===== src/shared/index_stack_map.vh =====
// Constants for the index extension decoder and stack pointer unit.
`ifndef INDEX_STACK_MAP_VH
`define INDEX_STACK_MAP_VH
`define EXT_CLASS_BIT 15
`define EXT_REG_HI 14
`define EXT_REG_LO 12
`define EXT_SIZE_BIT 11
`define EXT_SCALE_HI 10
`define EXT_SCALE_LO 9
`define EXT_DISP_HI 7
`define EXT_DISP_LO 0
`define SZ_BYTE 2'h0
`define SZ_WORD 2'h1
`define SZ_LONG 2'h2
`define MODE_NONE 3'h0
`define MODE_POSTINC 3'h1
`define MODE_PREDEC 3'h2
`define MODE_CALL 3'h3
`define MODE_RETURN 3'h4
`define MODE_TRAP 3'h5
`define STACK_REG_NUM 3'h7
`define STEP_BYTE 3'h1
`define STEP_WORD 3'h2
`define STEP_LONG 3'h4
`define STEP_FRAME 3'h6
`define PTR_RESET 32'h00000000
`endif


===== src/core/index_ext_decode_and_stack_ptr.v =====
// Brief index extension decoder and system stack pointer unit.
// Operation
// [RQ1] Bit 15 selects data or address index.
// [RQ2] Bit 11 selects word or long index.
// [RQ3] Scale codes give factor 1, 2, 4, 8.
// [RQ4] Scale shifts index; register stays unchanged.
// [RQ5] Word index sign-extends low 16 bits.
// [RQ6] Bits 14-12 register, bits 7-0 displacement.
// [RQ7] Register seven maps to the active pointer.
// [RQ8] Supervisor state uses supervisor stack pointer.
// [RQ9] User state uses user stack pointer.
// [RQ10] Stacks grow down; predecrement pushes, postincrement pops.
// [RQ11] Calls push PC; returns pop active stack.
// [RQ12] Traps save PC and status on supervisor.
// [RQ13] Stack pointer always moves by whole words.
// [RQ14] Stack bytes sit in high half.
// [RQ15] Predecrement updates first, then addresses.
// [RQ16] Postincrement addresses first, then updates.
// [RQ17] Step equals size; byte via seven steps two.
`timescale 1ns/100ps
`default_nettype none
`include "index_stack_map.vh"
module index_ext_decode_and_stack_ptr #(
    parameter WIDTH = 32
) (
    // Clock and reset.
    input wire ref_clk_in,
    input wire sys_rst_in,
    // Extension word decode request.
    input wire ext_valid_in,
    input wire [15:0] ext_word_in,
    input wire [WIDTH-1:0] base_addr_in,
    input wire [WIDTH*16-1:0] gen_regs_in,
    // Stack access request.
    input wire stk_valid_in,
    input wire [2:0] stk_mode_in,
    input wire [2:0] stk_reg_in,
    input wire [1:0] stk_size_in,
    input wire [WIDTH-1:0] addr_reg_in,
    input wire supervisor_in,
    // Direct pointer loads.
    input wire user_ptr_load_in,
    input wire super_ptr_load_in,
    input wire [WIDTH-1:0] ptr_data_in,
    // Decode results.
    output reg ext_done_out,
    output reg idx_is_addr_out,
    output reg [2:0] idx_reg_out,
    output reg idx_long_out,
    output reg [1:0] idx_shift_out,
    output reg [WIDTH-1:0] eff_addr_out,
    // Stack results.
    output reg stk_done_out,
    output reg [WIDTH-1:0] mem_addr_out,
    output reg [WIDTH-1:0] new_reg_out,
    output reg save_status_out,
    output reg byte_high_out,
    output reg [WIDTH-1:0] active_stack_ptr_out,
    output reg [WIDTH-1:0] user_stack_ptr_out,
    output reg [WIDTH-1:0] supervisor_stack_ptr_out
);

    // Pointer state; only the stack path and the direct loads write it.
    reg [WIDTH-1:0] user_stack_ptr_q;
    reg [WIDTH-1:0] supervisor_stack_ptr_q;
    // Datapath intermediates, all combinational.
    reg [WIDTH-1:0] index_raw;
    reg [WIDTH-1:0] index_ext;
    reg [WIDTH-1:0] index_scaled;
    reg [WIDTH-1:0] disp_ext;
    reg [WIDTH-1:0] eff_addr_d;
    reg [WIDTH-1:0] step;
    reg [WIDTH-1:0] cur_ptr;
    reg [WIDTH-1:0] updated;
    reg [WIDTH-1:0] mem_addr_d;
    reg use_super;
    reg via_seven;
    reg push_op;
    wire [3:0] idx_sel;
    wire [WIDTH-1:0] active_stack_ptr;
    wire stk_take;

    // Register number with class on top: 0-7 data, 8-15 address.
    assign idx_sel = {ext_word_in[`EXT_CLASS_BIT], ext_word_in[`EXT_REG_HI:`EXT_REG_LO]}; // RQ1 RQ6
    // The active pointer follows the supervisor bit.
    assign active_stack_ptr = supervisor_in ? supervisor_stack_ptr_q : user_stack_ptr_q; // RQ8 RQ9

    // A request with mode none is dropped, so only real accesses are taken.
    assign stk_take = stk_valid_in && (stk_mode_in != `MODE_NONE);

    // Modes that always go through the system stack, whatever register is named.
    function implied_stack;
        input [2:0] mode;
        begin
            implied_stack = (mode == `MODE_CALL) || (mode == `MODE_RETURN)
                || (mode == `MODE_TRAP);
        end
    endfunction

    // Index selection, sizing, scaling and displacement addition.
    // The three-input add sits in front of one register; an extra stage would
    // ease timing but cost the one-cycle answer the fetch path relies on.
    always @*
    begin
        if (idx_sel == {1'b1, `STACK_REG_NUM})
            index_raw = active_stack_ptr; // RQ7
        else
            index_raw = gen_regs_in[idx_sel*WIDTH +: WIDTH];
        if (ext_word_in[`EXT_SIZE_BIT])
            index_ext = index_raw; // RQ2 RQ5
        else
            index_ext = {{(WIDTH-16){index_raw[15]}}, index_raw[15:0]}; // RQ5
        // Shift a copy only; the register file is never written here.
        index_scaled = index_ext << ext_word_in[`EXT_SCALE_HI:`EXT_SCALE_LO]; // RQ3 RQ4
        disp_ext = {{(WIDTH-8){ext_word_in[`EXT_DISP_HI]}},
            ext_word_in[`EXT_DISP_HI:`EXT_DISP_LO]}; // RQ6
        eff_addr_d = base_addr_in + index_scaled + disp_ext;
    end

    // Stack access address and pointer update.
    always @*
    begin
        via_seven = (stk_reg_in == `STACK_REG_NUM) || implied_stack(stk_mode_in); // RQ7
        push_op = (stk_mode_in == `MODE_PREDEC) || (stk_mode_in == `MODE_CALL)
            || (stk_mode_in == `MODE_TRAP); // RQ10 RQ11
        // Traps always land on the supervisor stack whatever the state.
        use_super = supervisor_in || (stk_mode_in == `MODE_TRAP); // RQ12
        // A byte through seven rounds up to a word to keep the pointer aligned.
        // Frames for calls, returns and traps move the pointer by fixed amounts.
        if (stk_mode_in == `MODE_CALL || stk_mode_in == `MODE_RETURN)
            step = {{(WIDTH-3){1'b0}}, `STEP_LONG}; // RQ11
        else if (stk_mode_in == `MODE_TRAP)
            step = {{(WIDTH-3){1'b0}}, `STEP_FRAME}; // Status word plus program counter.
        else if (stk_size_in == `SZ_LONG)
            step = {{(WIDTH-3){1'b0}}, `STEP_LONG}; // RQ17
        else if (stk_size_in == `SZ_WORD || via_seven)
            step = {{(WIDTH-3){1'b0}}, `STEP_WORD}; // RQ13 RQ17
        else
            step = {{(WIDTH-3){1'b0}}, `STEP_BYTE}; // RQ17
        // Register seven and the implied modes read the selected stack pointer.
        if (!via_seven)
            cur_ptr = addr_reg_in;
        else if (use_super)
            cur_ptr = supervisor_stack_ptr_q; // RQ7
        else
            cur_ptr = user_stack_ptr_q;
        // A push addresses the lowered pointer; a pop addresses the old one.
        if (push_op)
        begin
            updated = cur_ptr - step;
            mem_addr_d = updated; // RQ15
        end
        else
        begin
            updated = cur_ptr + step;
            mem_addr_d = cur_ptr; // RQ16
        end
    end

    // Pointer registers and registered outputs.
    always @(posedge ref_clk_in)
    begin
        // Reset clears every pointer and every result.
        if (sys_rst_in)
        begin
            user_stack_ptr_q <= `PTR_RESET;
            supervisor_stack_ptr_q <= `PTR_RESET;
            ext_done_out <= 1'b0;
            idx_is_addr_out <= 1'b0;
            idx_reg_out <= 3'h0;
            idx_long_out <= 1'b0;
            idx_shift_out <= 2'h0;
            eff_addr_out <= `PTR_RESET;
            stk_done_out <= 1'b0;
            mem_addr_out <= `PTR_RESET;
            new_reg_out <= `PTR_RESET;
            save_status_out <= 1'b0;
            byte_high_out <= 1'b0;
            active_stack_ptr_out <= `PTR_RESET;
            user_stack_ptr_out <= `PTR_RESET;
            supervisor_stack_ptr_out <= `PTR_RESET;
        end
        else
        begin
            // Decode fields hold until the next decode request.
            ext_done_out <= ext_valid_in;
            if (ext_valid_in)
            begin
                idx_is_addr_out <= ext_word_in[`EXT_CLASS_BIT]; // RQ1
                idx_reg_out <= ext_word_in[`EXT_REG_HI:`EXT_REG_LO]; // RQ6
                idx_long_out <= ext_word_in[`EXT_SIZE_BIT]; // RQ2
                idx_shift_out <= ext_word_in[`EXT_SCALE_HI:`EXT_SCALE_LO]; // RQ3
                eff_addr_out <= eff_addr_d;
            end
            // Stack results hold until the next taken request.
            stk_done_out <= stk_take;
            if (stk_take)
            begin
                mem_addr_out <= mem_addr_d;
                new_reg_out <= updated;
                save_status_out <= (stk_mode_in == `MODE_TRAP); // RQ12
                // A byte through the stack pointer uses the upper lane only.
                byte_high_out <= via_seven && (stk_size_in == `SZ_BYTE)
                    && (stk_mode_in == `MODE_PREDEC || stk_mode_in == `MODE_POSTINC); // RQ14
            end
            // Stack updates win over a same-cycle direct load.
            if (stk_take && via_seven && use_super)
                supervisor_stack_ptr_q <= updated; // RQ10
            else if (super_ptr_load_in)
                supervisor_stack_ptr_q <= ptr_data_in;
            if (stk_take && via_seven && !use_super)
                user_stack_ptr_q <= updated; // RQ10
            else if (user_ptr_load_in)
                user_stack_ptr_q <= ptr_data_in;
            // Mirror copies run one cycle behind the pointer registers.
            active_stack_ptr_out <= active_stack_ptr;
            user_stack_ptr_out <= user_stack_ptr_q;
            supervisor_stack_ptr_out <= supervisor_stack_ptr_q;
        end
    end

endmodule
`default_nettype wire


===== config.mk =====
export PLATFORM = sky130hd
export DESIGN_NAME = index_ext_decode_and_stack_ptr
export DESIGN_NICKNAME = d
export VERILOG_FILES = /design/src/core/index_ext_decode_and_stack_ptr.v
export VERILOG_INCLUDE_DIRS = /design/src /design/src/shared
export SDC_FILE = /design/constraint.sdc
export NUM_CORES = 1
export LEC_CHECK = 0
export BUFFER_PORTS_ARGS = -buffer_cell sky130_fd_sc_hd__buf_2
export CAP_MARGIN = 20
export CORE_AREA = 10 10 322 324
export DETAILED_ROUTE_END_ITERATION = 12
export DIE_AREA = 0 0 332 334
export GPL_TIMING_DRIVEN = 0
export PLACE_DENSITY = 0.46
export SLEW_MARGIN = 20
export SYNTH_ARGS = -nofsm -noshare
export SYNTH_HDL_FRONTEND = slang
export SYNTH_SLANG_ARGS = --single-unit
export TNS_END_PERCENT = 30

===== constraint.sdc =====
create_clock -name ref_clk_in -period 9.47 [get_ports ref_clk_in]
set_input_delay 1.894 -clock ref_clk_in [delete_from_list [all_inputs] [get_ports ref_clk_in]]
set_output_delay 1.894 -clock ref_clk_in [all_outputs]
set_load 0.02 [all_outputs]

==> qor.yml <==
hp-start: "new_reg_out[12]"
r2r_slack_ns: 3.94
max_slew_margin: 0.178
port_buffers: 803
seqPwrFrac: 0.281
p_sw_frac: 0.390
grt_use_total: 0.263
synth_edf_count: 0
clk_pin_slew_ns: 0.06
crit_arrival_ns: 9.61
tightestPinTransition_ns: 1.22
hpwl_um: 134000
powerDensity_nw_per_um2: 173
numCtsBuffers: 36
fp.dieW_um: 332
crit_chain: "buf_2 -> clkbuf_1 -> clkbuf_1 -> buf_2 -> buf_1 -> buf_1 -> mux2_2 -> o21ai_0 -> mux2i_1 -> nor2_1 -> a21oi_1 -> fa_1 -> ha_1 -> and4_1 -> a221oi_1 -> a21boi_0 -> a221oi_1 -> o21ai_0 -> o21ai_0 -> and4_1 -> a311o_1"
start_util: 0.207
avgViaCountPerCell: 5.22
synth-seq-area-share: 0.265
final_core_utilization: 0.279
synth.distinct_cells: 89
critPathTopFamily: "buffers and inverters"
post_cts_resized: 0
end_kind: "flip-flop"
grt_pass1_vias: 23200
hold_depth: 2
core-area_um2: 97600
fin_hold_ws_ns: 0.450
p_leak_uw: 0.0116
path_class: "input port to flip-flop"
slowest_stage: "buf_1"
grt_max_degree: 23
vdd_drop_max_v: 0.000104
synth_top_area_share: 0.265
final.fill_count: 10800
syn-instance-count: 2236
fmax_ghz: 0.109
synth_area_per_cell_um2: 9.01
ys_async_sr_fraction: 0
synth_most_common_cell: "dfxtp_1"
syn_to_final_growth_pct: 35.2
slowest_delay_ns: 0.76
nets: 3785
wl_per_cell_um: 34.7
synth-seq-cells: 267
final_area_um2: 27200
cts_hold_buf: 0
drtIter0Drc: 2124
synth_area_leaders: "dfxtp_1 27%, mux4_2 14%, mux2i_1 4.7%, mux2_2 4.2%, nor2_1 4.2%"
grt_pass1_wl_um: 204000
crit_path_start_kind: "input port"
cp_common_cell: "o21ai_0"
place_ws_ns: -0.341
synth-main-ff-cell: "dfxtp_1"
hold_end: "new_reg_out[12]"
cts.path.max_buffers: 3
combPwrFrac: 0.390
power.share.clock: 0.329
gr-total-overflow: 0
intPower_uw: 2880
setup_slack_ns: 0.328
drtAntennaViolNets: 0
synth_nets: 2945
drc: 0
hold_class: "flip-flop to flip-flop"
globalplace.congestion: 0.977
clock-sinks: 267
ioPinCount: 842
drive_above_1_share: 0.363
finalCriticalPeriod_ns: 9.14
antenna_found_initial: 100
hold_viol: 0
r2r_end: "eff_addr_out[30]"
die_h_um: 334
h-tree-depth: 2
p_sw_uw: 1840
clk_latency_ns: 0.58
clock-skew-final_ns: 0.0239
routed_wirelength_um: 154000
synthTopCellsByCount: "267 x dfxtp_1, 224 x nor2_1, 162 x nand2_1"
worstSetupStartpoint: "supervisor_in"
worstPathMaxFanout: 10
r2r_cells: 17
rows: 115
drv_cap: 0
yosysTopAreaCell: "dfxtp_1"
cts_post_setup_buffers_inserted: 0
syn_area_um2: 20100
cts_tree: "done"
post-route-period-util: 0.965
required_ns: 9.94
setup_violations: 0
cp_num_buf_inv: 6
first_pass_iters: 5
cts-root-buf: "clkbuf_16"
rsz0062_at_grt: "no"
r2r_start: "user_stack_ptr_q[15]"
dpl_cell_area_um2: 25800
drv_slew: 0
dr_total_vias: 23200
status: "finished clean"
ys_warn_count: 0
floorplan.die_area_um2: 111000
## per-stage QoR
| stage | cells | setup TNS [ns] | total power (uW) |
|---|---|---|---|
| 6_report | 4441 | 0 | 4720 |
| 5_1_grt | 4427 | 0 | 4920 |
| 4_1_cts | 4391 | 0 | 4750 |
| 3_5_place_dp | 4326 | -1.08 | 3170 |
| 3_3_place_gp | 4326 | -1.67 | 3180 |
| 2_1_floorplan | 2236 | 0 | 2400 |
## layout by cell type (no fill, tap or decap), types with 43 or more instances in the layout
cell type | synthesis | routed
nand3_1 | 59 | 59
inv_1 | 43 | 43
a211oi_1 | 82 | 82
mux4_2 | 122 | 122
diode_2 | 0 | 51
nand2_1 | 162 | 162
mux2i_1 | 95 | 95
nor2b_1 | 96 | 96
dfxtp_1 | 267 | 267
clkbuf_1 | 123 | 124
nor3_1 | 64 | 64
nor2_1 | 224 | 224
mux2_2 | 76 | 76
a21oi_1 | 91 | 91
buf_2 | 32 | 836
xnor2_1 | 51 | 51
o21ai_0 | 89 | 89
## layer usage
metal | global-route usage | wire length [um] | vias up
met5 | 0 | 197 | -
met2 | 0.485 | 80200 | 1246
met1 | 0.275 | 54400 | 11400
met4 | 0.138 | 8740 | 28
met3 | 0.0588 | 10700 | 316
li1 | - | - | 10200
## sequential cells by signal, summed over array words and instances (netlist names), 2 cells and up
| signal | cells |
|---|---|
| active_stack_ptr_out | 32 |
| eff_addr_out | 32 |
| idx_reg_out | 3 |
| idx_shift_out | 2 |
| mem_addr_out | 32 |
| new_reg_out | 32 |
| supervisor_stack_ptr_out | 32 |
| supervisor_stack_ptr_q | 32 |
| user_stack_ptr_out | 32 |
| user_stack_ptr_q | 32 |
## power by group through the flow
stage	Sequential, uW	Clock (uW)	Combinational, uW
after floorplan	1420	0	977
after global placement	1350	0	1830
after detailed placement	1350	0	1820
after CTS	1330	1590	1830
after global routing	1340	1620	1960
final	1330	1550	1840
## worst min-delay path, delay by kind of cell (launching register included)
family	cells	cell delay (ns)
AO/OA/AOI/OAI	1	0.05
flip-flops	1	0.30
AND/OR/NAND/NOR	1	0.05
## kinds of logic (layout without fill, tap and decap cells)
logic type | count (synthesis) | after routing | share of synthesized area
AND/OR/NAND/NOR | 809 | 809 | 0.204
buffers and inverters | 225 | 1092 | 0.0450
multiplexers | 293 | 293 | 0.226
XOR/XNOR | 69 | 69 | 0.0300
AO/OA/AOI/OAI | 503 | 503 | 0.173
other | 0 | 51 | 0
adder cells (fa/ha/maj) | 70 | 70 | 0.0561
flip-flops | 267 | 267 | 0.265
## worst max-delay path by stage
stage                  endpoint  cells after the start
4_1_cts        eff_addr_out[28]                     22
6_report       eff_addr_out[28]                     21
5_1_grt        eff_addr_out[28]                     21
2_1_floorplan  eff_addr_out[28]                     21
3_3_place_gp   eff_addr_out[28]                     22
3_5_place_dp   eff_addr_out[28]                     22
## area by class of cell
class / instances / area (um2) / area share
Tap cell: 1287 / 1610 / 0.0591
Timing Repair Buffer: 803 / 4020 / 0.148
Clock buffer: 50 / 1100 / 0.0402
Inverter: 45 / 169 / 0.00620
Buffer: 179 / 736 / 0.0270
Antenna cell: 51 / 128 / 0.00469
Sequential cell: 267 / 5350 / 0.196
Multi-Input combinational cell: 1744 / 13900 / 0.510
Clock inverter: 15 / 236 / 0.00868
Note: power is estimated with default switching activity, not from simulation.
